[config.mk]
export PLATFORM = sky130hd
export DESIGN_NAME = psc_serial_cmd_parser
export DESIGN_NICKNAME = d
export VERILOG_FILES = /design/src/psc_pkg.sv /design/src/psc_uart.sv /design/src/psc_serial_cmd_parser.sv
export SDC_FILE = /design/constraint.sdc
export NUM_CORES = 1
export LEC_CHECK = 0
export ABC_AREA = 0
export BUFFER_PORTS_ARGS = -buffer_cell sky130_fd_sc_hd__buf_4
export CAP_MARGIN = 30
export CORE_ASPECT_RATIO = 0.75
export CORE_UTILIZATION = 50
export DETAILED_ROUTE_END_ITERATION = 16
export PLACE_DENSITY = 0.67
export SLEW_MARGIN = 0
export SYNTH_ARGS = -nofsm -noshare
export SYNTH_HDL_FRONTEND = slang
export SYNTH_HIERARCHICAL = 1
export SYNTH_SLANG_ARGS = --single-unit
[constraint.sdc]
create_clock -name clk -period 15.75 [get_ports clk]
set_input_delay 1.575 -clock clk [delete_from_list [all_inputs] [get_ports clk]]
set_output_delay 1.575 -clock clk [all_outputs]
set_load 0.02 [all_outputs]
[src/psc_pkg.sv]
package psc_pkg;
	localparam int CLK_HZ = 10_000_000;
	localparam int BAUD = 9600;
	localparam int BAUD_DIV = (CLK_HZ + BAUD / 2) / BAUD;
	localparam int BLINK_HALF_MS = 1000;
	localparam int BLINK_HALF_CYC = CLK_HZ / 1000 * BLINK_HALF_MS;
	localparam int LONG_PRESS_MS = 1000;
	localparam int LONG_PRESS_CYC = CLK_HZ / 1000 * LONG_PRESS_MS;
	localparam int LINE_MAX = 24;
	localparam int NAME_MAX = 8;
	localparam int NAME_BYTES = 12;
	localparam int ARG_POS_NUM = 5;
	localparam int ARG_POS_CD = 9;
	localparam int ARG_POS_PLAY = 10;
	localparam logic [7:0] VOL_RESET = 8'h28;
	localparam logic [7:0] VOL_QUIETEST = 8'hfe;
	localparam logic [7:0] CH_LF = 8'h0a;
	localparam logic [7:0] CH_CR = 8'h0d;
	localparam logic [7:0] CH_ZERO = 8'h30;
	localparam logic [7:0] CH_NINE = 8'h39;
	// Long keywords held as byte codes, right aligned like the short ones
	localparam logic [79:0] KW_CD_NAME = 80'h434449524e414d4520;
	localparam logic [79:0] KW_CD_NUM = 80'("cnum ");
	localparam logic [79:0] KW_PLAY_NAME = 80'h50534f4e474e414d4520;
	localparam logic [79:0] KW_PLAY_NUM = 80'("pnum ");
	localparam logic [79:0] KW_OFF = 80'("OFF");
	localparam logic [79:0] KW_ON = 80'("ON");
	localparam logic [31:0] EXT_MP3 = ".MP3";
	localparam int MSG_LEN = 84;
	localparam logic [8*MSG_LEN-1:0] MSG_ROM = {"Stopped.\015\012", "Paused\015\012", "Playing\015\012",
		" <DIR>", "L ", 64'h434449524e414d45, " cnum . ", 72'h50534f4e474e414d45, " pnum OFF ON C + - p ?\015\012"};
	localparam logic [6:0] MSG_STOP_AT = 7'h00;
	localparam logic [6:0] MSG_PAUSE_AT = 7'h0a;
	localparam logic [6:0] MSG_PLAY_AT = 7'h12;
	localparam logic [6:0] MSG_DIR_AT = 7'h1b;
	localparam logic [6:0] MSG_HELP_AT = 7'h21;
	localparam logic [6:0] MSG_END = 7'h54;
	typedef enum logic [2:0] {FS_LIST, FS_CD_NAME, FS_CD_INDEX, FS_PARENT, FS_PLAY_NAME, FS_PLAY_INDEX,
		FS_NEXT, FS_PREV} psc_fs_op_t;
	typedef enum logic [1:0] {ST_IDLE, ST_EXEC, ST_WAIT, ST_MSG} psc_state_t;
endpackage

[src/psc_uart.sv]
`timescale 1ns/1ps
module psc_uart (
	input wire logic clk,
	input wire logic rst,
	input wire logic rx,
	output logic [7:0] rx_data,
	output logic rx_valid,
	input wire logic [7:0] tx_data,
	input wire logic tx_valid,
	output logic tx_ready,
	output logic tx
);
	localparam logic [10:0] DIV_M1 = 11'(psc_pkg::BAUD_DIV - 1);
	localparam logic [10:0] DIV_HALF = 11'(psc_pkg::BAUD_DIV / 2);
	logic [10:0] rx_cnt_r;
	logic [3:0] rx_bit_r;
	logic [7:0] rx_sh_r;
	logic rx_busy_r;
	logic [9:0] tx_sh_r;
	logic [3:0] tx_left_r;
	logic [10:0] tx_cnt_r;

	// Receiver samples mid-bit; bad stop bit drops the byte
	always_ff @(posedge clk) begin
		rx_valid <= 1'b0;
		if (rst) begin
			rx_busy_r <= 1'b0;
			rx_cnt_r <= 11'h000;
			rx_bit_r <= 4'h0;
			rx_sh_r <= 8'h00;
			rx_data <= 8'h00;
		end else if (!rx_busy_r) begin
			if (!rx) begin
				rx_busy_r <= 1'b1;
				rx_cnt_r <= DIV_HALF;
				rx_bit_r <= 4'h0;
			end
		end else if (rx_cnt_r != 11'h000) begin
			rx_cnt_r <= rx_cnt_r - 11'h001;
		end else begin
			rx_cnt_r <= DIV_M1;
			rx_bit_r <= rx_bit_r + 4'h1;
			if (rx_bit_r == 4'h0) begin
				if (rx) rx_busy_r <= 1'b0; // Glitch, not a start bit
			end else if (rx_bit_r < 4'h9) begin
				rx_sh_r <= {rx, rx_sh_r[7:1]}; // LSB first
			end else begin
				rx_busy_r <= 1'b0;
				if (rx) begin
					rx_data <= rx_sh_r;
					rx_valid <= 1'b1;
				end
			end
		end
	end

	// Transmitter: start, eight data, one stop
	assign tx_ready = (tx_left_r == 4'h0);
	assign tx = tx_sh_r[0];
	always_ff @(posedge clk) begin
		if (rst) begin
			tx_sh_r <= 10'h3ff;
			tx_left_r <= 4'h0;
			tx_cnt_r <= 11'h000;
		end else if (tx_ready) begin
			if (tx_valid) begin
				tx_sh_r <= {1'b1, tx_data, 1'b0};
				tx_left_r <= 4'ha;
				tx_cnt_r <= DIV_M1;
			end
		end else if (tx_cnt_r != 11'h000) begin
			tx_cnt_r <= tx_cnt_r - 11'h001;
		end else begin
			tx_sh_r <= {1'b1, tx_sh_r[9:1]};
			tx_left_r <= tx_left_r - 4'h1;
			tx_cnt_r <= DIV_M1;
		end
	end
endmodule // psc_uart

[src/psc_serial_cmd_parser.sv]
`timescale 1ns/1ps
module psc_serial_cmd_parser #(
	parameter int BLINK_HALF_CYC = psc_pkg::BLINK_HALF_CYC,
	parameter int LONG_PRESS_CYC = psc_pkg::LONG_PRESS_CYC
) (
	input wire logic clk,
	input wire logic rst,
	input wire logic route_serial,
	input wire logic decoder_request_or_serial_rx_in,
	output logic decoder_request_or_serial_rx_out,
	output logic decoder_request_or_serial_rx_oe,
	input wire logic decoder_reset_or_serial_tx_in,
	output logic decoder_reset_or_serial_tx_out,
	output logic decoder_reset_or_serial_tx_oe,
	input wire logic decoder_request,
	output logic decoder_reset,
	output logic decoder_power,
	output logic play_stop,
	output logic play_paused,
	output logic [7:0] volume,
	output logic fs_req,
	output psc_pkg::psc_fs_op_t fs_op,
	output logic [95:0] fs_name,
	output logic [7:0] fs_num,
	input wire logic fs_done,
	input wire logic fs_ok,
	input wire logic [7:0] fs_char,
	input wire logic fs_char_valid,
	output logic fs_char_ready,
	input wire logic fs_dir_mark,
	input wire logic fs_end,
	input wire logic stick_toward_power_jack,
	input wire logic stick_toward_headphones,
	input wire logic stick_pressed,
	input wire logic mass_storage,
	input wire logic card_activity,
	input wire logic ext_power,
	input wire logic batt_below_3v3,
	input wire logic charging,
	output logic play_status_lamp,
	output logic battery_level_lamp
);
	psc_pkg::psc_state_t state_r;
	logic [7:0] line_r [psc_pkg::LINE_MAX];
	logic [4:0] len_r;
	logic ovf_r;
	logic line_done;
	logic [7:0] rx_data;
	logic rx_valid;
	logic rx_line;
	logic tx_bit;
	logic tx_ready;
	logic tx_valid;
	logic [7:0] tx_data;
	logic [6:0] msg_idx_r;
	logic [6:0] msg_end_r;
	psc_pkg::psc_state_t msg_ret_r;
	logic playing_r;
	logic paused_r;
	logic [7:0] vol_r;
	logic power_r;
	logic [7:0] depth_r;
	logic c_list, c_cd_name, c_cd_num, c_up, c_play_name, c_play_num;
	logic c_off, c_on, c_stop, c_louder, c_softer, c_pause, c_help;
	logic fs_go;
	psc_pkg::psc_fs_op_t fs_go_op;
	logic [8:0] num_arg;
	logic [95:0] name_arg;
	logic [2:0] joy_in;
	logic [2:0] joy_short;
	logic [2:0] joy_long;
	logic vol_up_req, vol_dn_req, pause_tgl;
	logic [23:0] blink_cnt_r;
	logic blink_r;

	// Strap routing of the shared pins
	assign rx_line = route_serial ? decoder_request_or_serial_rx_in : 1'b1;
	assign decoder_request_or_serial_rx_out = decoder_request;
	assign decoder_request_or_serial_rx_oe = !route_serial;
	assign decoder_reset_or_serial_tx_out = tx_bit;
	assign decoder_reset_or_serial_tx_oe = route_serial;
	assign decoder_reset = route_serial ? 1'b0 : decoder_reset_or_serial_tx_in;
	assign decoder_power = power_r;
	assign play_paused = paused_r;
	assign volume = vol_r;

	psc_uart u_uart (
		.clk(clk),
		.rst(rst),
		.rx(rx_line),
		.rx_data(rx_data),
		.rx_valid(rx_valid),
		.tx_data(tx_data),
		.tx_valid(tx_valid),
		.tx_ready(tx_ready),
		.tx(tx_bit)
	);

	// Exact byte compare, so letter case matters
	function automatic logic has_prefix(input logic [79:0] kw, input int n);
		logic ok;
		ok = (int'(len_r) >= n);
		for (int i = 0; i < 10; i++) begin
			if (i < n && line_r[i] != kw[8 * (n - 1 - i) +: 8]) ok = 1'b0;
		end
		return ok;
	endfunction

	// Decimal argument of one to three digits, 0..255; bit 8 flags valid
	function automatic logic [8:0] parse_num(input int p);
		logic [9:0] v;
		logic ok;
		v = 10'h000;
		ok = (int'(len_r) > p) && (int'(len_r) <= p + 3);
		for (int i = 0; i < 3; i++) begin
			if (p + i < int'(len_r)) begin
				if (line_r[p + i] < psc_pkg::CH_ZERO || line_r[p + i] > psc_pkg::CH_NINE) ok = 1'b0;
				v = 10'(v * 10 + 10'(line_r[p + i] - psc_pkg::CH_ZERO));
			end
		end
		if (v > 10'h0ff) ok = 1'b0;
		return {ok, v[7:0]};
	endfunction

	// Name argument, left aligned and zero padded
	function automatic logic [95:0] grab_name(input int p);
		logic [95:0] n;
		n = 96'h0;
		for (int i = 0; i < psc_pkg::NAME_BYTES; i++) begin
			if (p + i < int'(len_r)) n[8 * (11 - i) +: 8] = line_r[p + i];
		end
		return n;
	endfunction

	// Command decode of a finished line
	always_comb begin
		num_arg = parse_num(psc_pkg::ARG_POS_NUM);
		c_list = (len_r == 5'h01) && (line_r[0] == "L");
		c_up = (len_r == 5'h01) && (line_r[0] == ".");
		c_stop = (len_r == 5'h01) && (line_r[0] == "C");
		c_louder = (len_r == 5'h01) && (line_r[0] == "+");
		c_softer = (len_r == 5'h01) && (line_r[0] == "-");
		c_pause = (len_r == 5'h01) && (line_r[0] == "p");
		c_help = (len_r == 5'h01) && (line_r[0] == "?");
		c_cd_name = has_prefix(psc_pkg::KW_CD_NAME, psc_pkg::ARG_POS_CD)
			&& int'(len_r) <= psc_pkg::ARG_POS_CD + psc_pkg::NAME_MAX && int'(len_r) > psc_pkg::ARG_POS_CD;
		c_cd_num = has_prefix(psc_pkg::KW_CD_NUM, psc_pkg::ARG_POS_NUM) && num_arg[8];
		c_play_num = has_prefix(psc_pkg::KW_PLAY_NUM, psc_pkg::ARG_POS_NUM) && num_arg[8];
		// Base of one to eight characters plus the MP3 extension
		c_play_name = has_prefix(psc_pkg::KW_PLAY_NAME, psc_pkg::ARG_POS_PLAY)
			&& int'(len_r) >= psc_pkg::ARG_POS_PLAY + 5 && int'(len_r) <= psc_pkg::ARG_POS_PLAY + 12
			&& {line_r[len_r - 5'h04], line_r[len_r - 5'h03], line_r[len_r - 5'h02], line_r[len_r - 5'h01]}
			== psc_pkg::EXT_MP3;
		// Argument start depends on the decoded keyword, so it comes after it
		name_arg = grab_name(c_play_name ? psc_pkg::ARG_POS_PLAY : psc_pkg::ARG_POS_CD);
		c_off = (len_r == 5'h03) && has_prefix(psc_pkg::KW_OFF, 3);
		c_on = (len_r == 5'h02) && has_prefix(psc_pkg::KW_ON, 2);
		fs_go = 1'b1;
		fs_go_op = psc_pkg::FS_LIST;
		if (c_cd_name) fs_go_op = psc_pkg::FS_CD_NAME;
		else if (c_cd_num) fs_go_op = psc_pkg::FS_CD_INDEX;
		else if (c_up && depth_r != 8'h00) fs_go_op = psc_pkg::FS_PARENT; // Root stays put
		else if (c_play_name) fs_go_op = psc_pkg::FS_PLAY_NAME;
		else if (c_play_num) fs_go_op = psc_pkg::FS_PLAY_INDEX;
		else if (!c_list) fs_go = 1'b0;
	end

	// Line assembly; CR dropped so LF and CR LF end alike
	assign line_done = rx_valid && rx_data == psc_pkg::CH_LF && state_r == psc_pkg::ST_IDLE
		&& len_r != 5'h00 && !ovf_r;
	always_ff @(posedge clk) begin
		if (rst) begin
			len_r <= 5'h00;
			ovf_r <= 1'b0;
		end else if (state_r == psc_pkg::ST_EXEC) begin
			len_r <= 5'h00;
			ovf_r <= 1'b0;
		end else if (rx_valid && state_r == psc_pkg::ST_IDLE) begin
			if (rx_data == psc_pkg::CH_LF) begin
				if (!line_done) begin
					len_r <= 5'h00;
					ovf_r <= 1'b0;
				end
			end else if (rx_data != psc_pkg::CH_CR) begin
				if (len_r < 5'(psc_pkg::LINE_MAX)) begin
					line_r[len_r] <= rx_data;
					len_r <= len_r + 5'h01;
				end else begin
					ovf_r <= 1'b1; // Overlong line is thrown away at its end
				end
			end
		end
	end

	// Reply source: card agent text while waiting, message ROM otherwise
	assign fs_char_ready = (state_r == psc_pkg::ST_WAIT) && tx_ready;
	assign tx_valid = (state_r == psc_pkg::ST_MSG) || (state_r == psc_pkg::ST_WAIT && fs_char_valid);
	assign tx_data = (state_r == psc_pkg::ST_MSG)
		? psc_pkg::MSG_ROM[8 * (psc_pkg::MSG_LEN - 1 - int'(msg_idx_r)) +: 8] : fs_char;

	// Sequencer; new lines are ignored until the current command finishes
	always_ff @(posedge clk) begin
		fs_req <= 1'b0;
		if (rst) begin
			state_r <= psc_pkg::ST_IDLE;
			fs_op <= psc_pkg::FS_LIST;
			fs_name <= 96'h0;
			fs_num <= 8'h00;
			msg_idx_r <= 7'h00;
			msg_end_r <= 7'h00;
			msg_ret_r <= psc_pkg::ST_IDLE;
		end else begin
			case (state_r)
				psc_pkg::ST_IDLE: begin
					if (line_done) begin
						state_r <= psc_pkg::ST_EXEC;
					end else if (joy_short[0] || joy_short[1]) begin
						fs_req <= 1'b1;
						fs_op <= joy_short[0] ? psc_pkg::FS_NEXT : psc_pkg::FS_PREV;
						state_r <= psc_pkg::ST_WAIT;
					end
				end
				psc_pkg::ST_EXEC: begin
					msg_ret_r <= psc_pkg::ST_IDLE;
					state_r <= psc_pkg::ST_IDLE;
					if (fs_go) begin
						fs_req <= 1'b1;
						fs_op <= fs_go_op;
						fs_name <= name_arg;
						fs_num <= num_arg[7:0];
						state_r <= psc_pkg::ST_WAIT;
					end else if (c_stop && playing_r) begin
						msg_idx_r <= psc_pkg::MSG_STOP_AT;
						msg_end_r <= psc_pkg::MSG_PAUSE_AT;
						state_r <= psc_pkg::ST_MSG;
					end else if (c_pause && playing_r) begin
						msg_idx_r <= paused_r ? psc_pkg::MSG_PLAY_AT : psc_pkg::MSG_PAUSE_AT;
						msg_end_r <= paused_r ? psc_pkg::MSG_DIR_AT : psc_pkg::MSG_PLAY_AT;
						state_r <= psc_pkg::ST_MSG;
					end else if (c_help) begin
						msg_idx_r <= psc_pkg::MSG_HELP_AT;
						msg_end_r <= psc_pkg::MSG_END;
						state_r <= psc_pkg::ST_MSG;
					end
				end
				psc_pkg::ST_WAIT: begin
					if (fs_done) begin
						state_r <= psc_pkg::ST_IDLE;
					end else if (fs_dir_mark) begin
						msg_idx_r <= psc_pkg::MSG_DIR_AT; // Directory tag in listing
						msg_end_r <= psc_pkg::MSG_HELP_AT;
						msg_ret_r <= psc_pkg::ST_WAIT;
						state_r <= psc_pkg::ST_MSG;
					end
				end
				psc_pkg::ST_MSG: begin
					if (tx_ready) begin
						msg_idx_r <= msg_idx_r + 7'h01;
						if (msg_idx_r + 7'h01 == msg_end_r) state_r <= msg_ret_r;
					end
				end
				default: state_r <= psc_pkg::ST_IDLE;
			endcase
		end
	end

	// Stick decode: one counter per direction, long press fires once
	assign joy_in = {stick_pressed, stick_toward_headphones, stick_toward_power_jack};
	for (genvar g = 0; g < 3; g++) begin : g_stick
		logic [23:0] hold_r;
		logic long_r;
		always_ff @(posedge clk) begin
			joy_short[g] <= 1'b0;
			joy_long[g] <= 1'b0;
			if (rst) begin
				hold_r <= 24'h000000;
				long_r <= 1'b0;
			end else if (joy_in[g]) begin
				if (!long_r) hold_r <= hold_r + 24'h000001;
				if (!long_r && hold_r == 24'(LONG_PRESS_CYC - 1)) begin
					long_r <= 1'b1;
					joy_long[g] <= 1'b1;
				end
			end else begin
				if (hold_r != 24'h000000 && !long_r) joy_short[g] <= 1'b1;
				hold_r <= 24'h000000;
				long_r <= 1'b0;
			end
		end
	end

	// Playback controls honoured only once playback is started
	assign vol_up_req = playing_r && ((state_r == psc_pkg::ST_EXEC && c_louder) || joy_long[0]);
	assign vol_dn_req = playing_r && ((state_r == psc_pkg::ST_EXEC && c_softer) || joy_long[1]);
	assign pause_tgl = playing_r && ((state_r == psc_pkg::ST_EXEC && c_pause) || joy_short[2]);

	// Playback, volume, power and directory depth
	always_ff @(posedge clk) begin
		play_stop <= 1'b0;
		if (rst) begin
			playing_r <= 1'b0;
			paused_r <= 1'b0;
			vol_r <= psc_pkg::VOL_RESET;
			power_r <= 1'b1;
			depth_r <= 8'h00;
		end else begin
			if (state_r == psc_pkg::ST_EXEC && c_off) power_r <= 1'b0;
			if (state_r == psc_pkg::ST_EXEC && c_on) power_r <= 1'b1;
			// Lower setting is louder; both ends saturate
			if (vol_up_req && vol_r != 8'h00) vol_r <= vol_r - 8'h01;
			if (vol_dn_req && vol_r < psc_pkg::VOL_QUIETEST) vol_r <= vol_r + 8'h01;
			if (pause_tgl) paused_r <= !paused_r;
			if (state_r == psc_pkg::ST_EXEC && c_stop && playing_r) begin
				playing_r <= 1'b0;
				paused_r <= 1'b0;
				play_stop <= 1'b1;
			end
			if (fs_end) begin
				playing_r <= 1'b0;
				paused_r <= 1'b0;
			end
			if (state_r == psc_pkg::ST_WAIT && fs_done && fs_ok) begin
				case (fs_op)
					psc_pkg::FS_PLAY_NAME, psc_pkg::FS_PLAY_INDEX, psc_pkg::FS_NEXT, psc_pkg::FS_PREV: begin
						playing_r <= 1'b1;
						paused_r <= 1'b0;
					end
					psc_pkg::FS_CD_NAME, psc_pkg::FS_CD_INDEX: begin
						if (depth_r != 8'hff) depth_r <= depth_r + 8'h01;
					end
					psc_pkg::FS_PARENT: depth_r <= depth_r - 8'h01;
					default: depth_r <= depth_r;
				endcase
			end
		end
	end

	// Shared 1 s half-period blink, registered lamps
	always_ff @(posedge clk) begin
		if (rst) begin
			blink_cnt_r <= 24'h000000;
			blink_r <= 1'b0;
			play_status_lamp <= 1'b0;
			battery_level_lamp <= 1'b0;
		end else begin
			if (blink_cnt_r == 24'(BLINK_HALF_CYC - 1)) begin
				blink_cnt_r <= 24'h000000;
				blink_r <= !blink_r;
			end else begin
				blink_cnt_r <= blink_cnt_r + 24'h000001;
			end
			if (mass_storage) play_status_lamp <= card_activity;
			else play_status_lamp <= playing_r && (!paused_r || blink_r);
			if (ext_power) battery_level_lamp <= charging;
			else battery_level_lamp <= batt_below_3v3 && blink_r;
		end
	end
endmodule // psc_serial_cmd_parser

==> Word level (Yosys, flattened, before mapping) <==
Memory sizes are Yosys's and may differ from the RTL's.
Index checks and enable logic that the tools add are counted.
{ "classes": {"addsub": 35, "n_mul": 2, "magnitude_cmp": 36, "n_eq_ne": 76, "shifts": 1, "mux": 168, "bitwise_logic": 7, "n_reduce_logical": 108} }
{ "op_table": {"columns": ["op", "n"], "rows": [
  ["indexed part select 672 x 11 -> 8 bit, first input constant", 1],
  ["less-than comparator 32 x 6 -> 1 bit", 11],
  ["inequality test 8 x 7 -> 1 bit, second input constant", 26],
  ["2-to-1 mux 8 bit", 16],
  ["adder 24 x 1 -> 24 bit, second input constant", 4],
  ["== test 24 bit, second input constant", 4],
  ["2-to-1 mux 7 bit", 13],
  ["2-to-1 mux 1 bit", 87],
  ["nonzero test 24 bit", 3],
  ["2-to-1 mux 11 bit", 6],
  ["2-to-1 mux 10 bit", 6],
  ["logical AND 1 bit", 49],
  ["== test 32 x 30 -> 1 bit, second input constant", 1],
  ["== test 8 x 6 -> 1 bit, second input constant", 4],
  ["2-to-1 mux 4 bit", 7],
  ["subtractor 8 x 6 -> 9 bit, second input constant", 3],
  ["2-to-1 mux 2 bit", 13],
  ["2-to-1 mux 5 bit", 5],
  ["== test 8 x 7 -> 1 bit, second input constant", 3],
  ["greater-than comparator 8 x 6 -> 1 bit, second input constant", 3],
  ["less-than comparator 8 x 6 -> 1 bit, second input constant", 3],
  ["2-to-1 mux 3 bit", 8],
  ["inequality test 2 bit, second input constant", 12],
  ["inequality test 8 x 6 -> 1 bit, second input constant", 3],
  ["70 further kinds", 142]
]} }
{ "word_totals": {"reg_bits": 317, "mem_bits_rw": 192, "out_inout_bits": 127, "word_cells": 474, "memories": 1} }
{ "memory_table": {"columns": ["memory", "words", "width", "read_ports", "rd_ports_with_merged_regs", "wr", "line", "text"], "rows": [
  ["line_r", 24, 8, 26, 0, 1, "psc_serial_cmd_parser.sv:44", "logic [7:0] line_r [psc_pkg::LINE_MAX];"]
]} }

==> Depth between registers and ports, before layout <==
Gate-level depths: netlist of the first run.
An unclocked memory read counts as a cell.
{ "depth": {"depth_word": 21, "mapped_depth": 34, "ltp_nobuf": 30} }

==> By module <==
The synthesis of the first run kept the hierarchy.
{ "modules_own_cells": {"columns": ["mod", "n_inst", "cells_each", "area_per_inst_um2"], "rows": [
  ["psc_serial_cmd_parser", 1, 3528, 33179.3],
  ["psc_uart", 1, 335, 2822.7]
]} }

==> Worst setup path after synthesis of the first run <==
Ideal clock, no wire load.
{ "synth_path": {"path_type": "reg2reg", "startpoint": "register len_r[1]", "endpoint": "register fs_name[40]", "arrival_ns": 7.042, "t_required_ns": 15.681, "slack_ns": 8.640, "path_stages_with_launch": 32, "n_path_buf": 3, "period_less_slack_ns": 7.110, "cell_sequence": "dfxtp_1 buf_2 inv_1 clkbuf_1 ha_1 and2_1 or2_2 nand2_1 nand2_1 inv_1 ha_1 ha_1 fa_1 ha_1 xnor2_1 o21ai_0 ha_1 ha_1 a21o_1 a21oi_1 xnor2_1 ha_1 inv_1 nor2_1 nor2_1 a21oi_1 xnor3_1 a2111oi_2 o31ai_4 or4_4 buf_6 o2bb2ai_2"} }
{ "synth_between": {"elab_chain_len": 19, "word_cells_on_any_way": 85, "classes_between": "add/sub: 7; mul: 2; order compare: 14; eq/ne: 2; mux: 47; reduce/logical: 12; memory: 1"} }
{ "synth_rtl": {"columns": ["item", "line", "text"], "rows": [
  ["from (decl)", "psc_serial_cmd_parser.sv:45", "logic [4:0] len_r;"],
  ["from (signal assigned)", "psc_serial_cmd_parser.sv:187", "len_r <= len_r + 5'h01;"],
  ["branches (longest 19 deep; another with multiplier 10 x 3 -> 9 bit)", null, null],
  ["to (signal assigned)", "psc_serial_cmd_parser.sv:229", "fs_name <= name_arg;"],
  ["to (decl)", "psc_serial_cmd_parser.sv:23", "output logic [95:0] fs_name,"]
]} }
Several ways; the timed one is not identified.
A chain may end at the register's enable or synchronous reset.

==> Worst setup path after layout of the first run <==
{ "layout_path": {"startpoint": "register len_r[3]", "endpoint": "register fs_name[95]"} }
Same word-level chain as after synthesis.

==> results of run 1 <==
-- final cells by class --
cell class              instances  area [sq um]  share of cell area, %
multi-input cells            2969         20800                   52.0
clock inverters                31           275                  0.688
repair buffers                224          1690                   4.23
diodes                          3          7.51                 0.0188
clock buffers                  77          1660                   4.15
well taps                     946          1180                   2.96
inverters                     109           410                   1.03
flip-flops and latches        570         14000                   35.0
-- kinds of logic (layout without fill, tap and decap cells) --
group | after synthesis | after routing | share of synthesized area [%]
and+or+nand+nor | 1554 | 1554 | 23.0
AOI/OAI and AO/OA | 893 | 893 | 17.0
DFF | 570 | 570 | 38.8
buffers and inverters | 387 | 441 | 4.52
muxes | 205 | 205 | 9.24
xor gates and xnor gates | 154 | 154 | 3.82
adders and majority gates | 99 | 99 | 3.57
other | 1 | 67 | 0.0104
-- flip-flops by register name, indices dropped and copies added (netlist names), 9 cells and up --
name / count
fs_name: 96
u_uart/tx_cnt_r: 11
u_uart/rx_cnt_r: 11
blink_cnt_r: 24
line_r: 256
g_stick.hold_r: 72
u_uart/tx_sh_r: 9
-- report_power, final --
group	internal [mW]	switching [mW]
Clock	0.793	0.624
Combinational	0.0938	0.153
Sequential	1.57	0.0363
-- cells in the final DEF, fill, tap and decap left out, drive strengths merged, types with 71 or more instances in the layout --
master / instances
nor2: 371
dfxtp: 314
nand2: 275
edfxtp: 256
a21oi: 234
buf: 222
nor3: 153
o21ai: 152
nand3: 144
inv: 110
nand4: 102
mux4: 101
mux2i: 96
ha: 93
xor2: 87
clkbuf: 78
nor4: 71
-- worst paths after layout --
path                             startpoint           to
worst max-delay path               len_r[3]  fs_name[95]
worst min-delay path            fs_name[36]  fs_name[36]
worst max register to register     len_r[3]  fs_name[95]
worst min register to register  fs_name[36]  fs_name[36]
-- per-layer routing --
layer	share of wire [%]	wire length (um)
met5	0.061	86
met4	3.9	5540
met3	15	21100
met2	39	56000
met1	42	59300
-- metrics by stage --
stage	cells	setup WS [ps]
finish	4929	6440
global route	4926	6100
CTS	4924	6620
detailed placement	4816	6670
global placement	4810	6890
floorplan	3926	8640
-- worst max-delay path, delay by kind of cell (launching register included) --
kind | cells | cell delay [ps]
fa+ha+maj | 8 | 2650
compound gates | 7 | 2470
buf+inv | 5 | 1610
simple gates | 7 | 940
flops | 1 | 850
xor+xnor | 3 | 630
==> metrics.txt, run 1 <==
Syn Std Cell Area=36000 sq um; clk_lat worst skew=670 ps; met1 usage=54.3%; ys async rst share=0%; Setup Skew=33.3 ps; Mapped Avg Cell Area=9.32 sq um; Port-buffer cells=between 150 and 200; hold_buf cts=0; slowest stage cell, crit path=a2111oi_2; post-CTS setup buffer count=0; R2R Setup Slk=6440 ps; P per Cell Area=81.7 nW/um^2; Worst Hold Path Cells=2; worst min path class=flip-flop to flip-flop; Layout fillers=6385; DIE WIDTH=312 um; final WL=142 mm; Synth top area share=a little over a fifth; root buffer selected by CTS=clkbuf_16; Die Y=234 um; Hold Fails Final Rpt=0; Row Count=between 80 and 90; CTS resizes=0; Slowest Stage Delay on Critical Path=980 ps; reg2reg path depth=30; Final Core Density=56.6%; grt ovf=0; Sink Count=570; final hold slack=456 ps; met2 usage=52.4%; post-route clock period utilization=between 50% and 60%; setup TNS=0 ps; Critical Path Start Type=flip-flop; pin count of the biggest net entering global routing=78; Yosys cell types=102; cts bufs inserted=57; Yosys top cell by area=edfxtp_1; global-route wire length before repair=208 mm; layout cell share with drive strength beyond 1=12.4%; worst slew pin tran=approximately 1100 ps; total number of vias=34200; post-place instance area=38000 sq um; GP Congestion=~1.1; Critical Path Sink Type=flip-flop; die footprint=73100 sq um; Pleak=14.2 nW; number of synthesized flops with an enable pin=256; design area=roughly 40000 sq um; most common library cells after synthesis=370 x nor2_1, 314 x dfxtp_1, 275 x nand2_1; fmax=107 MHz; Seq/Total Area, Yosys=38.8%; core area=70600 sq um; Clock transition at path regs=70 ps; DRC=0; DP HPWL=roughly 100 mm; initial drt markers=5573; top_reg_cell synth=dfxtp_1; met3 Usage GRT=13.3%; relative slew slack=23.2%; most common cell in the synthesized netlist=nor2_1; WL/cell=about 29 um; Pre-antenna DRT Iters=6; CTS max path bufs=3; ranking of synthesized cells by area=edfxtp_1 21%, dfxtp_1 17%, mux4_2 6.3%; Tmin final=9310 ps; detailed-route vias per instance=6.93; I/O Pins=between 150 and 200; Crit Path Max Fanout=71; status=complete, no violations; critical path arrival=9840 ps; Initial Util=between 50% and 60%; worst vdd ir=0.0902 mV; Routed Antenna Nets=0; initial antenna violation count=6; maximum level of the CTS H-tree=2; Critical Path RT=16280 ps; final setup fails=0; Synth-to-Final Area Change=11.1%; total power=3.27 mW; critical path class=flip-flop to flip-flop; nets=4057; Top Usage Layer GRT=met1; Yosys reg bits=570; Syn Inst Count=a little under 4000; vias in the first global route=about 31000; CTS tree=built; Yosys warning count=6; All-Layer GR Usage=a little under two fifths; crit-path most repeated cell=ha_1; Max Cap Viol=0; RSZ-0062 raised after global routing=no; max-slew violation count=0
Note: power is estimated with default switching activity, not from simulation.
==> run 2: changes to the inputs <==
--- a/config.mk
+++ b/config.mk
@@ -11,7 +11,7 @@
 export CORE_ASPECT_RATIO = 0.75
 export CORE_UTILIZATION = 50
 export DETAILED_ROUTE_END_ITERATION = 16
-export PLACE_DENSITY = 0.67
+export PLACE_DENSITY = 0.69
 export SLEW_MARGIN = 0
 export SYNTH_ARGS = -nofsm -noshare
 export SYNTH_HDL_FRONTEND = slang
==> constraint.sdc (replaced) <==
create_clock -name clk -period 8.4 [get_ports clk]
set_input_delay 0.84 -clock clk [delete_from_list [all_inputs] [get_ports clk]]
set_output_delay 0.84 -clock clk [all_outputs]
set_load 0.02 [all_outputs]
==> metrics.txt, run 2 (same netlist as run 1, synthesis figures left out) <==
Sink Count=570; CTS max path bufs=3; dpl cells=4822; critical path class=flip-flop to flip-flop; All-Layer GR Usage=38.2%; worst slew pin tran=between 1000 and 1500 ps; setup TNS=0 ps; P per Cell Area=151 nW/um^2; Pre-antenna DRT Iters=6; post-place setup slack=~1000 ps; Layout fillers=6357; Critical Path RT=8990 ps; detailed-route vias per instance=slightly below 7; most common cell after layout, fill and taps aside=nor2_1; Hold Fails Final Rpt=0; critical path arrival=8150 ps; Initial Util=between 50% and 60%; most frequent cells in the layout=369 x nor2_1, 311 x dfxtp_1, 275 x nand2_1; Setup WS post-layout=840 ps; Die Y=234 um; clk_lat worst skew=670 ps; I/O Pins=154; Setup Skew=34.4 ps; Crit Path Max Fanout=28; die footprint=73100 sq um; crit-path most repeated cell=ha_1; Largest Register=line_r; DIE WIDTH=312 um; total number of vias=between 30000 and 40000; largest registers=line_r: 256 flops, fs_name: 96 flops, g_stick.hold_r: 72 flops; core area=70600 sq um; final WL=143 mm; Tmin final=between 7000 and 8000 ps; worst vdd ir=0.172 mV; Critical Path Sink Type=flip-flop; CTS resizes=0; GP Congestion=approximately 1.1; status=complete, no violations; slowest stage cell, crit path=a211oi_1; worst min path class=input pin to flip-flop; nets=approximately 4100; layout cell share with drive strength beyond 1=12.5%; vias in the first global route=31000; Port-buffer cells=roughly 150; initial antenna violation count=3; Pleak=14.2 nW; Synth-to-Final Area Change=11.1%; Routed Antenna Nets=0; RSZ-0062 raised after global routing=no; final hold slack=384 ps; grt ovf=0; hold_buf cts=0; global-route wire length before repair=between 200 and 250 mm; DP HPWL=99.5 mm; FF/Latch Area=between 10000 and 15000 sq um; Clock transition at path regs=70 ps; post-CTS setup buffer count=0; pin count of the biggest net entering global routing=155; initial drt markers=a little under 6000; maximum level of the CTS H-tree=2; area of the multi-input gates=20800 sq um; Slowest Stage Delay on Critical Path=460 ps; post-route clock period utilization=90.0%; WL/cell=between 20 and 30 um; root buffer selected by CTS=clkbuf_16; Row Count=84; Max Cap Viol=0; final cell count without fillers=4930; final setup fails=0; max-slew violation count=0; relative slew slack=11.2%; Critical Path Start Type=flip-flop; fmax=132 MHz; DRC=0; max FFs per register=256; CTS tree=built; cts bufs inserted=55
-- run 2: cell types whose count changed in the layout (fill, tap and decap cells not counted), sizes merged --
| cell | change |
|---|---|
| buf | +7 |
| clkinv | -6 |
| clkbuf | +5 |
| inv | -2 |
| bufinv | -1 |
| clkdlybuf4s18 | -1 |
| diode | -1 |
-- run 2: final timing paths --
| check | end | slack [ps] | start | cells after the start |
|---|---|---|---|---|
| setup / recovery | fs_num[2] | 840 | len_r[2] | 27 |
| hold / removal | joy_short[0] | 380 | stick_toward_power_jack | 2 |
| setup reg to reg | fs_num[2] | 840 | len_r[2] | 27 |
| hold reg to reg | fs_num[0] | 460 | fs_num[0] | 2 |
-- run 2: metrics by stage --
stage               area [sq um]  utilization [%]  total power [mW]
floorplan                  36200                -              3.38
global placement           38100             53.9              3.51
finish                     40000             56.7              6.04
global route               40000             56.6              6.23
CTS                        40000             56.6              6.06
detailed placement         38100             54.0              3.51
-- run 2: layer usage --
layer / share of wire [%] / GRT usage [%] / up-vias
met5: 0.028 / 0 / -
met4: 3.9 / 14.2 / 6
met3: 15 / 13.4 / 424
met2: 39 / 52.4 / 2616
met1: 42 / 54.6 / 16400
li1: - / - / 14800
-- run 2: power breakdown --
group	switching, mW	total, mW	internal, mW	leakage (nW)
clock	1.15	2.58	1.43	0.909
sequential	0.0674	3.00	2.93	5.22
combinational	0.286	0.461	0.175	8.08
-- run 2: area by class of cell --
type                       count  area share, %
antenna                        2         0.0125
timing repair buffer         230           4.49
clock buffer                  82           4.11
clock inverter                22          0.544
sequential                   570           34.9
tap                          946           2.96
inverter                     109           1.03
multi-input combinational   2969           51.9
-- run 2: worst max-delay path, delay by kind of cell, from the launching register on --
family                   cells  cell delay, ps
XOR/XNOR                     3             620
AND/OR/NAND/NOR              3             270
AO/OA/AOI/OAI               10            2880
flip-flops                   1             400
adder cells (fa/ha/maj)      8            2630
buffers and inverters        3             670
